$ cat config.mk
export PLATFORM = sky130hd
export DESIGN_NAME = tef_timer
export DESIGN_NICKNAME = d
export VERILOG_FILES = /design/src/hdl/tef_pkg.sv /design/src/hdl/tef_route.sv /design/src/hdl/tef_timer.sv
export SDC_FILE = /design/constraint.sdc
export NUM_CORES = 1
export LEC_CHECK = 0
export BUFFER_PORTS_ARGS = -buffer_cell sky130_fd_sc_hd__buf_4
export CORE_AREA = 2 2 141 143
export CTS_CLUSTER_DIAMETER = 50
export DETAILED_ROUTE_END_ITERATION = 6
export DIE_AREA = 0 0 143 145
export PLACE_DENSITY = 0.82
export SETUP_SLACK_MARGIN = 0.15
export SLEW_MARGIN = 20
export SYNTH_ARGS = -nofsm -noshare
export SYNTH_HDL_FRONTEND = slang
export SYNTH_SLANG_ARGS = --single-unit
$ cat constraint.sdc
create_clock -name ref_clk -period 2.2 [get_ports ref_clk]
set_input_delay 0 -clock ref_clk [delete_from_list [all_inputs] [get_ports ref_clk]]
set_output_delay 0 -clock ref_clk [all_outputs]
set_load 0.005 [all_outputs]
$ cat src/hdl/tef_pkg.sv
// Purpose: shared constants and carriers for the timer event / reference block
// Assumes: AXI4-Lite register access, 32-bit data, one aligned word per register
// Notes:   offsets are byte addresses
package tef_pkg;

  // ************************************************************
  // register map
  // ************************************************************
  localparam logic [7:0] TEF_OFF_MODE    = 8'h00; // timer_mode_reg
  localparam logic [7:0] TEF_OFF_XMODE   = 8'h04; // timer_extended_mode_reg
  localparam logic [7:0] TEF_OFF_EVENT   = 8'h08; // timer_event_flags
  localparam logic [7:0] TEF_OFF_COMPARE = 8'h0C; // compare_value_reg
  localparam logic [7:0] TEF_OFF_LATCHED = 8'h10; // latched_count_reg
  localparam logic [7:0] TEF_OFF_COUNT   = 8'h14; // count_value_reg
  localparam logic [7:0] TEF_OFF_IRQ_ST  = 8'h18; // sticky status, read clears
  localparam logic [7:0] TEF_OFF_IRQ_MSK = 8'h1C; // interrupt mask

  // ************************************************************
  // field positions
  // ************************************************************
  localparam int TEF_BIT_CAP      = 0; // event: capture_occurred_flag
  localparam int TEF_BIT_REF      = 1; // event: reference reached
  localparam int TEF_BIT_ENABLE   = 0; // mode: timer run
  localparam int TEF_BIT_RESTART  = 3; // mode: restart_on_match
  localparam int TEF_BIT_REQ_EN   = 4; // mode: reference_request_enable
  localparam int TEF_POS_EDGE     = 6; // mode: capture edge, two bits
  localparam int TEF_POS_PS       = 8; // mode: prescale, upper byte
  localparam int TEF_BIT_DMA_SEL  = 7; // xmode: dma_request_select
  localparam int TEF_EVENT_W      = 2; // implemented event bits

  // ************************************************************
  // reset values
  // ************************************************************
  localparam logic [15:0] TEF_RST_MODE    = 16'h0000;
  localparam logic [7:0]  TEF_RST_XMODE   = 8'h00;
  localparam logic [31:0] TEF_RST_COMPARE = 32'hFFFF_FFFF;

  // ************************************************************
  // types
  // ************************************************************
  typedef enum logic [1:0] {
    TEF_EDGE_OFF,
    TEF_EDGE_RISE,
    TEF_EDGE_FALL,
    TEF_EDGE_ANY
  } tef_edge_e;

  typedef enum logic [1:0] {
    TEF_RESP_OKAY   = 2'b00,
    TEF_RESP_SLVERR = 2'b10
  } tef_resp_e;

  typedef struct packed {
    logic      restart;   // restart_on_match
    logic      req_en;    // reference_request_enable
    logic      dma_sel;   // dma_request_select
    tef_edge_e edge_sel;
  } tef_cfg_s;

  typedef struct packed {
    logic irq;
    logic dma;
  } tef_req_s;

endpackage : tef_pkg

$ cat src/hdl/tef_route.sv
// Purpose: steer reference and capture flags onto interrupt or dma requests
// Assumes: flags and configuration on the same clock
// Notes:   combinational request choice, registered by the caller
`timescale 1ns/1ps
module tef_route
  import tef_pkg::*;
(
  // configuration and flags
  input  wire tef_cfg_s cfg,
  input  wire logic     ref_flag,
  input  wire logic     cap_flag,
  // request choice
  output tef_req_s      req
);

  logic ref_want;
  logic cap_want;

  // reference asks only when enabled, capture only when an edge is selected
  assign ref_want = ref_flag && cfg.req_en;
  assign cap_want = cap_flag && (cfg.edge_sel != TEF_EDGE_OFF);

  // dma select decides which request line carries the event
  assign req.irq = (ref_want || cap_want) && !cfg.dma_sel;
  assign req.dma = (ref_want || cap_want) && cfg.dma_sel;

endmodule : tef_route

$ cat src/hdl/tef_timer.sv
// Purpose: event flags, reference compare and request steering of one timer channel
// Assumes: AXI4-Lite slave on ref_clk, timer input from a pin, dma ack on ref_clk
// Notes:   counter runs from a prescaled ref_clk; dma ack clears both flags
//
// Functional notes
// - flags set on events regardless of request enables; edge setting gates capture events
// - writing one clears a flag, zero leaves it; each flag clears on its own
// - interrupt request held while an enabled flag stays set and dma select is clear
// - dma acknowledge clears both reference and capture flags
// - reference flag on match; enable and dma select choose request kind
// - capture flag on latch; edge 00 no request, else irq or dma
// - match only when count equals compare and prescaler ticks
// - edge setting: off, rising, falling, any edge of timer input
// - restart mode clears counter on match; free run keeps counting
`timescale 1ns/1ps
module tef_timer
  import tef_pkg::*;
#(
  parameter int PS_W = 8  // prescaler width
) (
  // clock and reset
  input  wire logic        ref_clk,
  input  wire logic        rst,
  // axi4-lite write address and data
  input  wire logic        s_axi_awvalid,
  output logic             s_axi_awready,
  input  wire logic [7:0]  s_axi_awaddr,
  input  wire logic        s_axi_wvalid,
  output logic             s_axi_wready,
  input  wire logic [31:0] s_axi_wdata,
  input  wire logic [3:0]  s_axi_wstrb,
  // axi4-lite write response
  output logic             s_axi_bvalid,
  input  wire logic        s_axi_bready,
  output logic [1:0]       s_axi_bresp,
  // axi4-lite read
  input  wire logic        s_axi_arvalid,
  output logic             s_axi_arready,
  input  wire logic [7:0]  s_axi_araddr,
  output logic             s_axi_rvalid,
  input  wire logic        s_axi_rready,
  output logic [31:0]      s_axi_rdata,
  output logic [1:0]       s_axi_rresp,
  // timer input pin and dma handshake
  input  wire logic        timer_in,
  input  wire logic        dma_ack,
  // requests
  output logic             irq_req,
  output logic             dma_req,
  output logic             irq
);

  // ************************************************************
  // elaboration check
  // ************************************************************
  // the prescale field ends at bit 15 of the mode register
  if (PS_W < 1 || PS_W > 16 - TEF_POS_PS) begin : g_bad_ps
    $error("PS_W must be 1..8");
  end

  // ************************************************************
  // registers and state
  // ************************************************************
  logic [15:0]            mode_q;
  logic [7:0]             xmode_q;
  logic [31:0]            compare_q;
  logic [31:0]            count_q;
  logic [31:0]            latched_q;
  logic [TEF_EVENT_W-1:0] event_q;
  logic [TEF_EVENT_W-1:0] sticky_q;
  logic [TEF_EVENT_W-1:0] mask_q;
  logic [PS_W-1:0]        presc_q;
  logic [2:0]             pin_q;
  logic                   pin_lvl_q;
  logic                   aw_hold_q;
  logic                   w_hold_q;
  logic [7:0]             aw_addr_q;
  logic [31:0]            w_data_q;
  logic [3:0]             w_strb_q;

  tef_cfg_s               cfg;
  tef_req_s               route;
  logic                   tick;
  logic                   match;
  logic                   rise;
  logic                   fall;
  logic                   cap_evt;
  logic                   wr_go;
  logic                   rd_go;
  logic [TEF_EVENT_W-1:0] w1c;
  logic [TEF_EVENT_W-1:0] rd_clr;
  logic [TEF_EVENT_W-1:0] evt_set;

  assign cfg.restart  = mode_q[TEF_BIT_RESTART];
  assign cfg.req_en   = mode_q[TEF_BIT_REQ_EN];
  assign cfg.dma_sel  = xmode_q[TEF_BIT_DMA_SEL];
  assign cfg.edge_sel = tef_edge_e'(mode_q[TEF_POS_EDGE +: 2]);

  // ************************************************************
  // bus write path
  // ************************************************************
  // address and data may arrive in either order; each is held until both
  assign wr_go = aw_hold_q && w_hold_q && !s_axi_bvalid;
  assign rd_go = s_axi_arvalid && s_axi_arready;

  always_ff @(posedge ref_clk) begin
    if (rst) begin
      aw_hold_q     <= 1'b0;
      w_hold_q      <= 1'b0;
      aw_addr_q     <= 8'h00;
      w_data_q      <= 32'h0000_0000;
      w_strb_q      <= 4'h0;
      s_axi_awready <= 1'b0;
      s_axi_wready  <= 1'b0;
      s_axi_bvalid  <= 1'b0;
      s_axi_bresp   <= TEF_RESP_OKAY;
    end else begin
      s_axi_awready <= !aw_hold_q && !s_axi_awready;
      s_axi_wready  <= !w_hold_q && !s_axi_wready;
      if (s_axi_awvalid && s_axi_awready) begin
        aw_hold_q <= 1'b1;
        aw_addr_q <= s_axi_awaddr;
      end
      if (s_axi_wvalid && s_axi_wready) begin
        w_hold_q <= 1'b1;
        w_data_q <= s_axi_wdata;
        w_strb_q <= s_axi_wstrb;
      end
      if (wr_go) begin
        aw_hold_q    <= 1'b0;
        w_hold_q     <= 1'b0;
        s_axi_bvalid <= 1'b1;
        s_axi_bresp  <= (aw_addr_q > TEF_OFF_IRQ_MSK || aw_addr_q[1:0] != 2'b00)
                        ? TEF_RESP_SLVERR : TEF_RESP_OKAY;
      end else if (s_axi_bready) begin
        s_axi_bvalid <= 1'b0;
      end
    end
  end

  // configuration registers; byte strobes honoured
  always_ff @(posedge ref_clk) begin
    if (rst) begin
      mode_q    <= TEF_RST_MODE;
      xmode_q   <= TEF_RST_XMODE;
      compare_q <= TEF_RST_COMPARE;
      mask_q    <= '0;
    end else if (wr_go) begin
      if (aw_addr_q == TEF_OFF_MODE) begin
        if (w_strb_q[0]) mode_q[7:0]  <= w_data_q[7:0];
        if (w_strb_q[1]) mode_q[15:8] <= w_data_q[15:8];
      end else if (aw_addr_q == TEF_OFF_XMODE) begin
        if (w_strb_q[0]) xmode_q <= w_data_q[7:0];
      end else if (aw_addr_q == TEF_OFF_COMPARE) begin
        for (int b = 0; b < 4; b++) begin
          if (w_strb_q[b]) compare_q[8*b +: 8] <= w_data_q[8*b +: 8];
        end
      end else if (aw_addr_q == TEF_OFF_IRQ_MSK) begin
        if (w_strb_q[0]) mask_q <= w_data_q[TEF_EVENT_W-1:0];
      end
    end
  end

  // ************************************************************
  // prescaler, counter and reference compare
  // ************************************************************
  assign tick  = mode_q[TEF_BIT_ENABLE] && (presc_q == mode_q[TEF_POS_PS +: PS_W]);
  assign match = tick && (count_q == compare_q);

  always_ff @(posedge ref_clk) begin
    if (rst || !mode_q[TEF_BIT_ENABLE]) begin
      presc_q <= '0;
    end else begin
      presc_q <= tick ? '0 : presc_q + 1'b1;
    end
  end

  // a write to the count register clears it, whatever the data
  always_ff @(posedge ref_clk) begin
    if (rst || !mode_q[TEF_BIT_ENABLE]) begin
      count_q <= 32'h0000_0000;
    end else if (wr_go && aw_addr_q == TEF_OFF_COUNT) begin
      count_q <= 32'h0000_0000;
    end else if (match && cfg.restart) begin
      count_q <= 32'h0000_0000;
    end else if (tick) begin
      count_q <= count_q + 32'h0000_0001;
    end
  end

  // ************************************************************
  // capture input
  // ************************************************************
  // three stages; a change counts once stages two and three agree
  always_ff @(posedge ref_clk) begin
    if (rst) begin
      pin_q     <= 3'b000;
      pin_lvl_q <= 1'b0;
    end else begin
      pin_q <= {pin_q[1:0], timer_in};
      if (pin_q[1] == pin_q[2]) pin_lvl_q <= pin_q[2];
    end
  end

  assign rise    = (pin_q[1] == pin_q[2]) && pin_q[2] && !pin_lvl_q;
  assign fall    = (pin_q[1] == pin_q[2]) && !pin_q[2] && pin_lvl_q;
  // edge selection decides which transitions latch the count
  assign cap_evt = mode_q[TEF_BIT_ENABLE] &&
                   ((cfg.edge_sel == TEF_EDGE_RISE && rise) ||
                    (cfg.edge_sel == TEF_EDGE_FALL && fall) ||
                    (cfg.edge_sel == TEF_EDGE_ANY && (rise || fall)));

  always_ff @(posedge ref_clk) begin
    if (rst) begin
      latched_q <= 32'h0000_0000;
    end else if (cap_evt) begin
      latched_q <= count_q;
    end
  end

  // ************************************************************
  // event flags
  // ************************************************************
  assign evt_set = {match, cap_evt};
  // only the two low bits exist, so upper data bits never land
  assign w1c = (wr_go && aw_addr_q == TEF_OFF_EVENT && w_strb_q[0])
               ? w_data_q[TEF_EVENT_W-1:0] : '0;
  assign rd_clr = (rd_go && s_axi_araddr == TEF_OFF_IRQ_ST) ? sticky_q : '0;

  // set beats clear so an event in the clearing cycle survives
  always_ff @(posedge ref_clk) begin
    if (rst) begin
      event_q <= '0;
    end else if (dma_ack) begin
      event_q <= evt_set;
    end else begin
      event_q <= (event_q & ~w1c) | evt_set;
    end
  end

  always_ff @(posedge ref_clk) begin
    if (rst) begin
      sticky_q <= '0;
    end else begin
      sticky_q <= (sticky_q & ~rd_clr) | evt_set;
    end
  end

  tef_route u_route (
    .cfg      (cfg),
    .ref_flag (event_q[TEF_BIT_REF]),
    .cap_flag (event_q[TEF_BIT_CAP]),
    .req      (route)
  );

  // irq_req and dma_req follow the flags, one cycle behind; irq follows the masked sticky status
  always_ff @(posedge ref_clk) begin
    if (rst) begin
      irq_req <= 1'b0;
      dma_req <= 1'b0;
      irq     <= 1'b0;
    end else begin
      irq_req <= route.irq;
      dma_req <= route.dma;
      irq     <= |(((sticky_q & ~rd_clr) | evt_set) & mask_q);
    end
  end

  // ************************************************************
  // bus read path
  // ************************************************************
  always_ff @(posedge ref_clk) begin
    if (rst) begin
      s_axi_arready <= 1'b0;
      s_axi_rvalid  <= 1'b0;
      s_axi_rdata   <= 32'h0000_0000;
      s_axi_rresp   <= TEF_RESP_OKAY;
    end else begin
      s_axi_arready <= !s_axi_arready && !s_axi_rvalid && s_axi_arvalid;
      if (rd_go) begin
        s_axi_rvalid <= 1'b1;
        s_axi_rresp  <= TEF_RESP_OKAY;
        s_axi_rdata  <= 32'h0000_0000;
        if (s_axi_araddr == TEF_OFF_MODE) begin
          s_axi_rdata <= {16'h0000, mode_q};
        end else if (s_axi_araddr == TEF_OFF_XMODE) begin
          s_axi_rdata <= {24'h00_0000, xmode_q};
        end else if (s_axi_araddr == TEF_OFF_EVENT) begin
          s_axi_rdata <= {30'h0000_0000, event_q};
        end else if (s_axi_araddr == TEF_OFF_COMPARE) begin
          s_axi_rdata <= compare_q;
        end else if (s_axi_araddr == TEF_OFF_LATCHED) begin
          s_axi_rdata <= latched_q;
        end else if (s_axi_araddr == TEF_OFF_COUNT) begin
          s_axi_rdata <= count_q;
        end else if (s_axi_araddr == TEF_OFF_IRQ_ST) begin
          s_axi_rdata <= {30'h0000_0000, sticky_q};
        end else if (s_axi_araddr == TEF_OFF_IRQ_MSK) begin
          s_axi_rdata <= {30'h0000_0000, mask_q};
        end else begin
          s_axi_rresp <= TEF_RESP_SLVERR;
        end
      end else if (s_axi_rready) begin
        s_axi_rvalid <= 1'b0;
      end
    end
  end

  // ************************************************************
  // assertions
  // ************************************************************
  a_flag_sets: assert property (@(posedge ref_clk) disable iff (rst)
    match |=> event_q[TEF_BIT_REF])
    else $error("reference flag not set after match");
  a_cap_sets: assert property (@(posedge ref_clk) disable iff (rst)
    cap_evt |=> event_q[TEF_BIT_CAP])
    else $error("capture flag not set after latch");
  a_w1c_clears: assert property (@(posedge ref_clk) disable iff (rst)
    (w1c[TEF_BIT_REF] && !match) |=> !event_q[TEF_BIT_REF])
    else $error("write one did not clear reference flag");
  a_w0_keeps: assert property (@(posedge ref_clk) disable iff (rst)
    (event_q[TEF_BIT_CAP] && !w1c[TEF_BIT_CAP] && !dma_ack) |=> event_q[TEF_BIT_CAP])
    else $error("capture flag lost without clear");
  a_irq_held: assert property (@(posedge ref_clk) disable iff (rst)
    (event_q[TEF_BIT_REF] && cfg.req_en && !cfg.dma_sel) [*2] |-> irq_req)
    else $error("interrupt request dropped while flag set");
  a_ack_clears: assert property (@(posedge ref_clk) disable iff (rst)
    (dma_ack && !match && !cap_evt) |=> event_q == '0)
    else $error("dma acknowledge did not clear flags");
  a_ref_route: assert property (@(posedge ref_clk) disable iff (rst)
    $past(event_q[TEF_BIT_REF] && !cfg.req_en && cfg.edge_sel == TEF_EDGE_OFF)
    |-> !irq_req && !dma_req)
    else $error("request without enable");
  a_cap_dma: assert property (@(posedge ref_clk) disable iff (rst)
    (event_q[TEF_BIT_CAP] && cfg.edge_sel != TEF_EDGE_OFF && cfg.dma_sel) |=> dma_req)
    else $error("capture dma request missing");
  a_match_tick: assert property (@(posedge ref_clk) disable iff (rst)
    (count_q == compare_q && !tick && !event_q[TEF_BIT_REF]) |=> !event_q[TEF_BIT_REF])
    else $error("reference flag set without prescaler tick");
  a_restart_zero: assert property (@(posedge ref_clk) disable iff (rst)
    (match && cfg.restart && !(wr_go && aw_addr_q == TEF_OFF_MODE)) |=> count_q == 32'h0)
    else $error("restart did not clear counter");
  a_edge_off: assert property (@(posedge ref_clk) disable iff (rst)
    cfg.edge_sel == TEF_EDGE_OFF |-> !cap_evt)
    else $error("capture with edge disabled");
  a_rsvd_zero: assert property (@(posedge ref_clk) disable iff (rst)
    $past(rd_go && s_axi_araddr == TEF_OFF_EVENT) |-> s_axi_rdata[31:2] == '0)
    else $error("reserved event bits not zero");

  c_ref_irq: cover property (@(posedge ref_clk) disable iff (rst) irq_req);
  c_dma_ack: cover property (@(posedge ref_clk) disable iff (rst) dma_req ##1 dma_ack);
  c_capture: cover property (@(posedge ref_clk) disable iff (rst) cap_evt);

endmodule : tef_timer

### Word-level counts from Yosys, hierarchy flattened

Index checks and enable logic that the tools add are counted.

| word-level totals | value |
|---|---|
| register bits after elaboration | 228 |

| operators by class | value |
|---|---|
| muxes and demuxes | 24 |
| $add $sub $neg | 2 |
| equality and inequality tests | 18 |
| reduce and logical (&&, ||, !) cells | 63 |
| magnitude comparators | 1 |
| bitwise gates (word level) | 10 |

Operators by type and width:

| operator | number |
|---|---|
| 32-bit 2-to-1 mux | 6 |
| 8-bit by 5-bit equality test with 1-bit output (second input constant) | 6 |
| 32-bit by 1-bit adder with 32-bit output (second input constant) | 1 |
| 32-bit equality test | 1 |
| 8-bit by 4-bit equality test with 1-bit output (second input constant) | 4 |
| 1-bit logical AND | 28 |
| 2-bit 2-to-1 mux | 14 |
| 5-bit AND reduction | 4 |
| 8-bit by 3-bit equality test with 1-bit output (second input constant) | 2 |
| 8-bit zero test | 2 |
| 1-bit zero test | 11 |
| 8-bit by 1-bit adder with 8-bit output (second input constant) | 1 |
| 8-bit equality test | 1 |
| 8-bit by 5-bit > comparator with 1-bit output (second input constant) | 1 |
| 2-bit nonzero test | 4 |
| 2-bit bitwise AND | 3 |
| 1-bit logical OR | 6 |
| 3-bit AND reduction | 2 |
| 6-bit AND reduction | 1 |
| 2-bit OR reduction | 3 |
| 2-bit equality test (second input constant) | 2 |
| 1-bit 2-to-1 mux | 4 |
| 2-bit inverter | 2 |
| 2-bit bitwise OR | 2 |
| 5 further kinds | 7 |

### Longest topological paths before layout

Gate-level depths: netlist of run 1.

| depth | value |
|---|---|
| depth in word-level cells | 10 |
| mapped depth | 8 |

### By module

Synthesis of run 1 repeated with hierarchy kept, for this count alone.

| second synthesis, totals | value |
|---|---|
| cells, all modules | 1167 |
| area total of the unflattened synthesis | 9973.3 µm² |

By module, submodules not included:

| module | area each (µm²) | times used | cells an instance |
|---|---|---|---|
| tef_timer | 9940.8 | 1 | 1163 |
| tef_route | 32.5 | 1 | 4 |

### Worst setup path after synthesis of run 1

Ideal clock, no wire load.

| timing | value |
|---|---|
| kind | reg-to-reg |
| start | register presc_q[2] |
| end | register count_q[21] |
| period minus slack after synthesis | 2063 ps |
| setup time | 80 ps |
| data arrival time | 1984 ps |
| cell stages (with the launch flop) | 8 |
| setup slack | 137 ps |
| cell sequence | dfxtp_1 xnor2_1 nand2_1 buf_2 or4_4 buf_2 or3_1 a211oi_2 |

| between the ends | value |
|---|---|
| longest elaborated chain between the ends | 5 |

Ends and longest elaborated chain:

| what | RTL line | text |
|---|---|---|
| from (decl) | tef_timer.sv:72 | `logic [PS_W-1:0] presc_q;` |
| from (signal assigned) | tef_timer.sv:174 | `presc_q <= tick ? '0 : presc_q + 1'b1;` |
| 8-bit equality test (*) | tef_timer.sv:167 | `assign tick = mode_q[TEF_BIT_ENABLE] && (presc_q == mode_q[TEF_POS_PS +: PS_W]);` |
| 1-bit logical AND (*) | tef_timer.sv:167 |  |
| 1-bit logical AND | tef_timer.sv:168 | `assign match = tick && (count_q == compare_q);` |
| 1-bit logical AND | tef_timer.sv:184 | `end else if (match && cfg.restart) begin` |
| 3-bit OR reduction (no source line) | n/a |  |
| to (signal assigned) | tef_timer.sv:187 | `count_q <= count_q + 32'h0000_0001;` |
| to (decl) | tef_timer.sv:67 | `logic [31:0] count_q;` |

Mark *: on every way between the ends. The rest lies on a longest branch, timed or not.
A chain may end at the register's enable or synchronous reset.

### Final worst setup path of run 1

| timing | value |
|---|---|
| start | register count_q[19] |
| end | register count_q[30] |

| between the ends | value |
|---|---|
| longest elaborated chain between the ends | 4 |

Ends and longest elaborated chain:

| what |
|---|
| branches (longest 4 deep; another with 32-bit by 1-bit adder with 32-bit output) |

Parallel ways; which one is timed is not known.

==> results.tsv, run 1 <==
stage	metric	value	unit
worst_setup_path	CP max-delay cell	dfxtp_1	
worst_setup_path	WS Path Type	reg2reg	
floorplan	Starting Density	52.0	%
cts	Worst-path clk slew	70	ps
worst_setup_path	WP data arrival	2640	ps
timing	endpoints failing setup	0	
timing	Fin. Hold Viols	0	
timing	Final Max Slew Viols	0	
cts	Max clock buf depth	3	
timing	Tmin final	2190	ps
layout	Register Area	4550	µm²
synthesis	Cells after Synth	1202	
worst_setup_path	Critical Path Max Stage Delay	510	ps
routing	First-pass DRT Iterations	5	
global_routing	initial antenna violation count	0	
cts	CTS tree	done	
worst_setup_path	Crit Path Max Fanout	8	
global_routing	Remaining Overflow, GRT	0	
placement	Final HPWL DP	19000	µm
worst_setup_path	required time worst endpoint	2650	ps
timing	fmax	0.457	GHz
timing	Slew headroom	62.0	%
routing	initial DRC count	1356	
cts	clock root buffer	clkbuf_16	
timing	part of the cycle the worst path needs	99.5	%
routing	average wire per standard cell	18.7	µm
routing	Via-to-Cell Ratio	5.94	
layout	share of cells above drive strength 1	23.5	%
layout	design area	13100	µm²
power_and_ir_drop	P per Cell Area	686	nW/µm²
placement	RD Place Congestion	0.881	
worst_hold_path	min-delay worst type	in2reg	
synthesis	sequential-to-total area share from yosys stat	45.3	%
floorplan	Top Ports	105	
cts	H-tree Lvls	1	
synthesis	FF+latch count, synth	226	
routing	DRC viols	0	
synthesis	Post-synth EDFFs	0	
global_routing	pin count of the biggest net entering global routing	46	
floorplan	Die ar.	20700	µm²
timing	Worst Clk Skew	17.6	ps
layout	Non-Filler Instances	1660	
synthesis	main flop type after synthesis	dfxtp_1	
synthesis	mean post-synth cell area	8.31	µm²
synthesis	Netlist cell types	57	
layout	Area growth syn-to-layout	31.7	%
floorplan	FP Rows	51	
worst_setup_path	crit-path cells	nand4_1, or4_4, or3_1, or3_4, a211oi_2	
floorplan	Chip Width	143	µm
floorplan	core area	19200	µm²
global_routing	gr usage total	28.4	%
placement	PortBufs	102	
cts	TritonCTS Buffers	24	
routing	Antenna Nets Post-Route	0	
synthesis	Async SR Flop Fraction	0	%
global_routing	number of global-route vias before repair	9261	
flow_run	max-cap viol count	0	
layout	nets	1442	
placement	DP Cell Count	1540	
layout	Inserted Diodes	0	
power_and_ir_drop	Static Leakage	0.00487	µW
layout	footprint of the multi-input gates	5340	µm²
global_routing	first-pass GRT wire length	47800	µm
timing	unrepaired setup endpoints after global routing	yes	
status	status	complete, no violations	
cts	CTS sink cnt	226	
timing	measured slew at the worst slew-check pin	570	ps
routing	DR vias	9865	
worst_setup_path	CP Capture Type	flip-flop	
placement	placed inst area	11200	µm²
synthesis	number of synthesis warnings	0	
worst_setup_path	startpoint class of the critical path	flip-flop	
routing	routed wire length	31000	µm
power_and_ir_drop	Worst VDD drop	578	µV
synthesis	Post-Syn Area	9980	µm²
layout	Filler cells	1347	
cts	Clk Latency, worst-skew pair	520	ps
floorplan	Die Y	145	µm
-- flip-flops by register name (all words and copies together), names as in the netlist, 2 cells and up --
name,flops
count_q,32
s_axi_rdata,32
w_data_q,32
latched_q,32
sticky_q,2
event_q,2
aw_addr_q,8
mask_q,2
presc_q,8
pin_q,3
compare_q,32
mode_q,16
w_strb_q,4
xmode_q,8
-- cells in the final DEF, fill, tap and decap left out, drive strengths merged, types with 18 or more instances in the layout --
| master | count |
|---|---|
| mux2i | 37 |
| xor2 | 36 |
| nor4 | 18 |
| dfxtp | 226 |
| xnor2 | 19 |
| nand3 | 45 |
| buf | 176 |
| nor2 | 51 |
| inv | 20 |
| o21ai | 55 |
| a21oi | 121 |
| dlygate4sd3 | 60 |
| clkbuf | 31 |
| nand2 | 256 |
| or3 | 21 |
| a22oi | 24 |
| a211oi | 28 |
-- critical path: cells and delay by family (launching register included) --
kind            cells  cell delay [ps]
simple gates        4             1380
flops               1              510
compound gates      1              210
-- layer usage --
metal	share of wire, %	GRT usage, %
met5	0	0
met4	4.2	10.6
met3	9.0	4.79
met2	47	46.3
met1	39	37.8
-- cell type report --
class | count | share of cell area (%)
Timing Repair Buffer | 237 | 15.3
Sequential cell | 226 | 34.6
Clock inverter | 14 | 1.34
Clock buffer | 30 | 5.13
Tap cell | 265 | 2.52
Multi-Input combinational cell | 870 | 40.6
Inverter | 18 | 0.514
-- kinds of logic (layout without fill, tap and decap cells) --
kind of cell	after synthesis	in the layout	share of synthesized area, %
flip-flops	226	226	45.3
AO/OA/AOI/OAI	260	260	15.3
adder cells (fa/ha/maj)	4	4	0.501
buffers and inverters	110	299	4.56
XOR/XNOR	55	55	4.83
other	1	2	0.0376
AND/OR/NAND/NOR	491	494	23.5
multiplexers	55	55	5.97
-- stage by stage --
stage / hold WS [ps] / power [µW] / setup WS [ps] / util, % / TNS [ps]
after global placement: 211 / 4690 / 31.9 / 58.3 / 0
after global routing: 110 / 9240 / -55.1 / 68.4 / -139
after floorplan: 128 / 4500 / 151 / - / 0
final: 65.3 / 9020 / 11.2 / 68.4 / 0
after CTS: 45.5 / 9000 / 102 / 66.8 / 0
after detailed placement: 217 / 4690 / -49.7 / 58.3 / -55.2
-- power breakdown --
| part | switching [µW] | internal [µW] | leakage [µW] |
|---|---|---|---|
| clock network | 1750 | 2550 | 0.000403 |
| registers | 64.8 | 4150 | 0.00184 |
| logic | 249 | 245 | 0.00263 |
| total | 2070 | 6950 | 0.00487 |
-- Yosys cell counts, types with 3 or more instances --
| master | count | area, µm² |
|---|---|---|
| clkbuf_1 | 65 | 244 |
| a211oi_2 | 3 | 37.5 |
| inv_1 | 18 | 67.6 |
| buf_2 | 16 | 80.1 |
| a21oi_1 | 121 | 606 |
| nand4_1 | 13 | 81.3 |
| dfxtp_1 | 226 | 4520 |
| and4_1 | 6 | 52.6 |
| nor2b_1 | 6 | 37.5 |
| a32o_1 | 3 | 30.0 |
| nand3_1 | 45 | 225 |
| buf_1 | 5 | 18.8 |
| or4_1 | 8 | 60.1 |
| a31oi_1 | 8 | 50.1 |
| xnor2_1 | 19 | 166 |
| nand3b_1 | 3 | 22.5 |
| nor2_1 | 51 | 191 |
| and3_1 | 10 | 62.6 |
| ha_1 | 4 | 50.1 |
| o31ai_1 | 8 | 60.1 |
| or3_1 | 21 | 131 |
| nand2_1 | 256 | 961 |
| xor2_1 | 36 | 315 |
| o22ai_1 | 6 | 37.5 |
| mux2_2 | 16 | 180 |
| and2_1 | 7 | 43.8 |
| o21ai_1 | 11 | 55.1 |
| buf_4 | 6 | 45.0 |
| a22oi_1 | 24 | 180 |
| a211oi_1 | 25 | 188 |
| nor4_1 | 16 | 100 |
| nand2b_1 | 7 | 43.8 |
| mux2i_1 | 37 | 370 |
| and3b_1 | 7 | 61.3 |
| nor3_1 | 16 | 80.1 |
| o21ai_0 | 44 | 220 |
| or4_4 | 3 | 33.8 |
-- worst paths after layout --
kind | from | end | slack, ps | cells past startpoint
worst max-delay path | count_q[19] | count_q[30] | 10 | 5
worst min-delay path | s_axi_wvalid | w_strb_q[3] | 70 | 5
worst max register to register | count_q[19] | count_q[30] | 10 | 5
worst min register to register | pin_q[0] | pin_q[1] | 440 | 1
-- timing repair --
action                     4_1_cts  5_1_grt
gates resized for setup         29       64
gates cloned                     2        2
hold buffers                    60        0
buffers inserted                 8        4
setup endpoints to repair       22       70
hold endpoints to repair        58        0
pin swaps                       16       33
Power figures use the tool's default switching activity.
==> run 2: changes to the inputs <==
- PLACE_DENSITY: 0.82 -> 0.81
==> results.tsv, run 2 (synthesized netlist as in run 1, its figures left out) <==
stage	metric	value	unit
status	status	complete, no violations	
cts	clock root buffer	clkbuf_16	
floorplan	Die ar.	20700	µm²
timing	measured slew at the worst slew-check pin	530	ps
routing	First-pass DRT Iterations	7	
power_and_ir_drop	sequential share of power	46.8	%
layout	Area growth syn-to-layout	31.5	%
routing	routed wire length	31600	µm
timing	unrepaired setup endpoints after global routing	yes	
global_routing	GR Util met1	38.8	%
global_routing	gr usage total	29.4	%
floorplan	core area	19200	µm²
worst_hold_path	min-delay worst type	in2reg	
power_and_ir_drop	Static Leakage	0.00494	µW
layout	most frequent cells in the layout	255 x nand2_1, 204 x dfxtp_1, 176 x buf_4, 121 x a21oi_1, 61 x dlygate4sd3_1	
layout	Inserted Diodes	0	
global_routing	pin count of the biggest net entering global routing	65	
power_and_ir_drop	Pint	7010	µW
cts	TritonCTS Buffers	24	
layout	Non-Filler Instances	1670	
cts	CTS tree	done	
power_and_ir_drop	Net Sw Power	2010	µW
worst_setup_path	WP data arrival	2630	ps
layout	most common cell after layout, fill and taps aside	nand2_1	
power_and_ir_drop	Worst VDD drop	573	µV
cts	CTS sink cnt	226	
layout	footprint of the multi-input gates	5250	µm²
routing	Via-to-Cell Ratio	5.89	
floorplan	Top Ports	105	
floorplan	FP Rows	51	
power_and_ir_drop	Sw Ratio	22.3	%
timing	Tmin final	2200	ps
worst_setup_path	CP Capture Type	flip-flop	
layout	design area	13100	µm²
floorplan	Die Y	145	µm
global_routing	number of global-route vias before repair	9473	
power_and_ir_drop	Comb power frac	5.6	%
power_and_ir_drop	P per Cell Area	687	nW/µm²
timing	Slew headroom	64.3	%
worst_setup_path	required time worst endpoint	2640	ps
worst_setup_path	startpoint class of the critical path	flip-flop	
global_routing	first-pass GRT wire length	49300	µm
worst_setup_path	Crit Path Max Fanout	6	
timing	part of the cycle the worst path needs	99.9	%
cts	Max clock buf depth	3	
layout	Filler cells	1367	
floorplan	Chip Width	143	µm
flow_run	max-cap viol count	0	
cts	H-tree Lvls	1	
layout	Register Area	4560	µm²
global_routing	most used routing layer	met2	
timing	endpoints failing setup	0	
placement	placed inst area	11300	µm²
timing	Fin. Hold Viols	0	
global_routing	Remaining Overflow, GRT	0	
layout	share of cells above drive strength 1	22.8	%
worst_hold_path	Hold Crit Depth	5	
worst_setup_path	R2R cell count	6	
power_and_ir_drop	Clock Power Share	47.7	%
placement	Final HPWL DP	19800	µm
global_routing	initial antenna violation count	0	
placement	RD Place Congestion	0.939	
timing	fmax	0.455	GHz
routing	DR vias	9839	
worst_setup_path	WS Path Type	reg2reg	
layout	nets	1453	
timing	Final Max Slew Viols	0	
cts	Clk Latency, worst-skew pair	520	ps
global_routing	GR Util met2	48.3	%
placement	PortBufs	102	
routing	Antenna Nets Post-Route	0	
cts	Worst-path clk slew	60	ps
timing	Worst Clk Skew	14.9	ps
routing	DRC viols	0	
routing	average wire per standard cell	18.9	µm
floorplan	Starting Density	52.0	%
routing	initial DRC count	956	
placement	DP Cell Count	1548	
global_routing	met3 Use GR	4.55	%
[run 2: power by group through the flow]
stage	registers (µW)	logic (µW)	clock network, µW
global placement	4300	389	0
global route	4220	539	4470
finish	4220	502	4300
detailed placement	4310	394	0
floorplan	4280	221	0
CTS	4220	479	4300
[run 2: path summary, 6_finish.rpt]
| kind | start | endpoint | slack, ps |
|---|---|---|---|
| worst max-delay path | presc_q[5] | count_q[24] | 3 |
| worst min-delay path | s_axi_wvalid | w_data_q[9] | 80 |
| worst max register to register | presc_q[5] | count_q[24] | 3 |
| worst min register to register | s_axi_rdata[21] | s_axi_rdata[21] | 450 |
[run 2: per-layer routing]
layer | share of wire [%] | up-vias | routed length [µm]
met5 | 0 | - | 0
met4 | 3.5 | 0 | 1100
met3 | 7.8 | 91 | 2470
li1 | - | 4569 | -
met2 | 48 | 501 | 15100
met1 | 41 | 4678 | 12900
[run 2: per-stage QoR]
stage | hold WS (ps) | power [µW] | utilization, % | setup WS, ps | setup TNS [ps]
6_report | 83.4 | 9020 | 68.4 | 2.66 | 0
5_1_grt | 123 | 9230 | 68.4 | -42.9 | -150
4_1_cts | 65.2 | 8990 | 67.2 | 49.1 | 0
3_5_place_dp | 222 | 4700 | 58.8 | -2.18 | -2.18
3_3_place_gp | 212 | 4690 | 58.8 | 105 | 0
2_1_floorplan | 128 | 4500 | - | 151 | 0
[run 2: area by class of cell]
class / count / area share, %
clock buffers: 33 / 5.45
well taps: 265 / 2.53
clock inverters: 10 / 0.953
repair buffers: 247 / 15.9
inverters: 18 / 0.515
flip-flops and latches: 226 / 34.7
multi-input cells: 871 / 40.0
[run 2: critical path, stage by stage (launching register included)]
cell	delay, ps
dfxtp_4	360
xnor2_2	160
nand3_2	140
buf_6	150
or4_4	570
or4_4	560
a211oi_2	170
[run 2: what timing repair did]
item	CTS	global route
gates resized for setup	27	44
hold buffers	61	0
cloned	4	1
pin swaps	17	18
hold endpoints to repair	81	0
buffers inserted	8	5
endpoints found under the setup margin	15	49
==> run 3: changes to the inputs <==
- MAX_ROUTING_LAYER: not set -> met4
==> results.tsv, run 3 (synthesized netlist as in run 1, its figures left out) <==
stage	metric	value	unit
status	status	complete, no violations	
timing	Hold WS	61.1	ps
global_routing	initial antenna violation count	0	
timing	fmax	0.464	GHz
timing	Slew headroom	57.7	%
worst_setup_path	WP data arrival	2610	ps
routing	Via-to-Cell Ratio	5.91	
layout	post-layout util	69.2	%
power_and_ir_drop	P per Cell Area	680	nW/µm²
routing	average wire per standard cell	19.2	µm
cts	Clk Latency, worst-skew pair	530	ps
flow_run	max-cap viol count	0	
power_and_ir_drop	Static Leakage	0.00497	µW
floorplan	Top Ports	105	
layout	nets	1461	
placement	Final HPWL DP	19900	µm
worst_setup_path	CP max-delay cell	or4_4	
power_and_ir_drop	Design Power	9030	µW
worst_setup_path	Crit Path Max Fanout	6	
timing	unrepaired setup endpoints after global routing	yes	
timing	part of the cycle the worst path needs	98.1	%
worst_setup_path	WS Path Type	reg2reg	
timing	Worst Clk Skew	23.8	ps
worst_setup_path	Critical Path Max Stage Delay	560	ps
routing	DR vias	9920	
placement	PortBufs	102	
floorplan	Starting Density	52.0	%
global_routing	first-pass GRT wire length	49800	µm
routing	DRC viols	0	
cts	Worst-path clk slew	70	ps
cts	H-tree Lvls	1	
layout	design area	13300	µm²
cts	clock root buffer	clkbuf_16	
floorplan	Die Y	145	µm
floorplan	Chip Width	143	µm
power_and_ir_drop	Worst VDD drop	784	µV
cts	CTS tree	done	
floorplan	core area	19200	µm²
routing	First-pass DRT Iterations	6	
layout	Inserted Diodes	0	
floorplan	FP Rows	51	
global_routing	pin count of the biggest net entering global routing	58	
cts	TritonCTS Buffers	24	
global_routing	Remaining Overflow, GRT	0	
routing	routed wire length	32300	µm
layout	share of cells above drive strength 1	25.3	%
worst_hold_path	min-delay worst type	in2reg	
routing	Antenna Nets Post-Route	0	
worst_setup_path	crit-path cells	xnor2_1, nand4_1, buf_4, or4_4, or4_1, a211oi_1	
global_routing	gr usage total	30.7	%
placement	placed inst area	11300	µm²
layout	most frequent cells in the layout	254 x nand2_1, 197 x dfxtp_1, 187 x buf_4, 120 x a21oi_1, 61 x dlygate4sd3_1	
worst_setup_path	startpoint class of the critical path	flip-flop	
timing	measured slew at the worst slew-check pin	635	ps
routing	initial DRC count	1062	
layout	Area growth syn-to-layout	33.1	%
timing	Final Max Slew Viols	0	
timing	Fin. Hold Viols	0	
cts	Max clock buf depth	3	
timing	endpoints failing setup	0	
cts	CTS sink cnt	226	
worst_setup_path	required time worst endpoint	2650	ps
placement	RD Place Congestion	0.938	
worst_setup_path	CP Capture Type	flip-flop	
layout	most common cell after layout, fill and taps aside	nand2_1	
global_routing	number of global-route vias before repair	9430	
timing	setup TNS	0	ps
floorplan	Die ar.	20700	µm²
timing	Tmin final	2160	ps
==> run 3: final cells by class <==
type	count	area, µm²
multi-input combinational	871	5360
sequential	226	4570
tap	265	332
clock buffer	32	692
fill	1346	5920
timing repair buffer	255	2110
clock inverter	12	154
inverter	18	67.6
==> run 3: timing repair <==
| item | 4_1_cts | 5_1_grt |
|---|---|---|
| endpoints found under the hold margin | 64 | 0 |
| pin swaps | 17 | 32 |
| gates resized for setup | 31 | 82 |
| cloned | 3 | 2 |
| hold buffers | 61 | 0 |
| setup endpoints to repair | 14 | 62 |
| setup buffers | 11 | 9 |
==> run 3: power breakdown <==
group | total (µW) | switching (µW) | internal (µW) | leakage [µW]
registers | 4220 | 69.6 | 4150 | 0.00184
clock network | 4300 | 1720 | 2580 | 0.000420
logic | 509 | 261 | 248 | 0.00271
==> run 3: metal layers <==
| metal | vias up | part of all wire [%] | global-route usage, % |
|---|---|---|---|
| li1 | 4581 | - | - |
| met1 | 4730 | 40 | 39.3 |
| met2 | 509 | 48 | 48.0 |
| met3 | 100 | 7.4 | 4.16 |
| met4 | 0 | 4.9 | 14.6 |
| met5 | - | 0 | - |
==> run 3: path summary, 6_finish.rpt <==
check | start | end | slack, ps | depth (start not counted)
setup reg to reg | presc_q[7] | count_q[25] | 40 | 6
setup / recovery | presc_q[7] | count_q[25] | 40 | 6
hold / removal | s_axi_araddr[3] | sticky_q[1] | 60 | 4
hold reg to reg | s_axi_rdata[28] | s_axi_rdata[28] | 450 | 2
==> run 3: critical path: cells and delay by family, from the launching register on <==
| kind | cells | cell delay [ps] |
|---|---|---|
| flip-flops | 1 | 380 |
| AND/OR/NAND/NOR | 3 | 1180 |
| XOR/XNOR | 1 | 150 |
| AO/OA/AOI/OAI | 1 | 220 |
| buffers and inverters | 1 | 180 |
==> run 3: stage by stage <==
step	worst slack, ps	std cells
after global placement	87.0	1549
after CTS	123	1668
after global routing	-9.79	1679
after floorplan	151	1203
after detailed placement	17.1	1549
final	42.8	1679
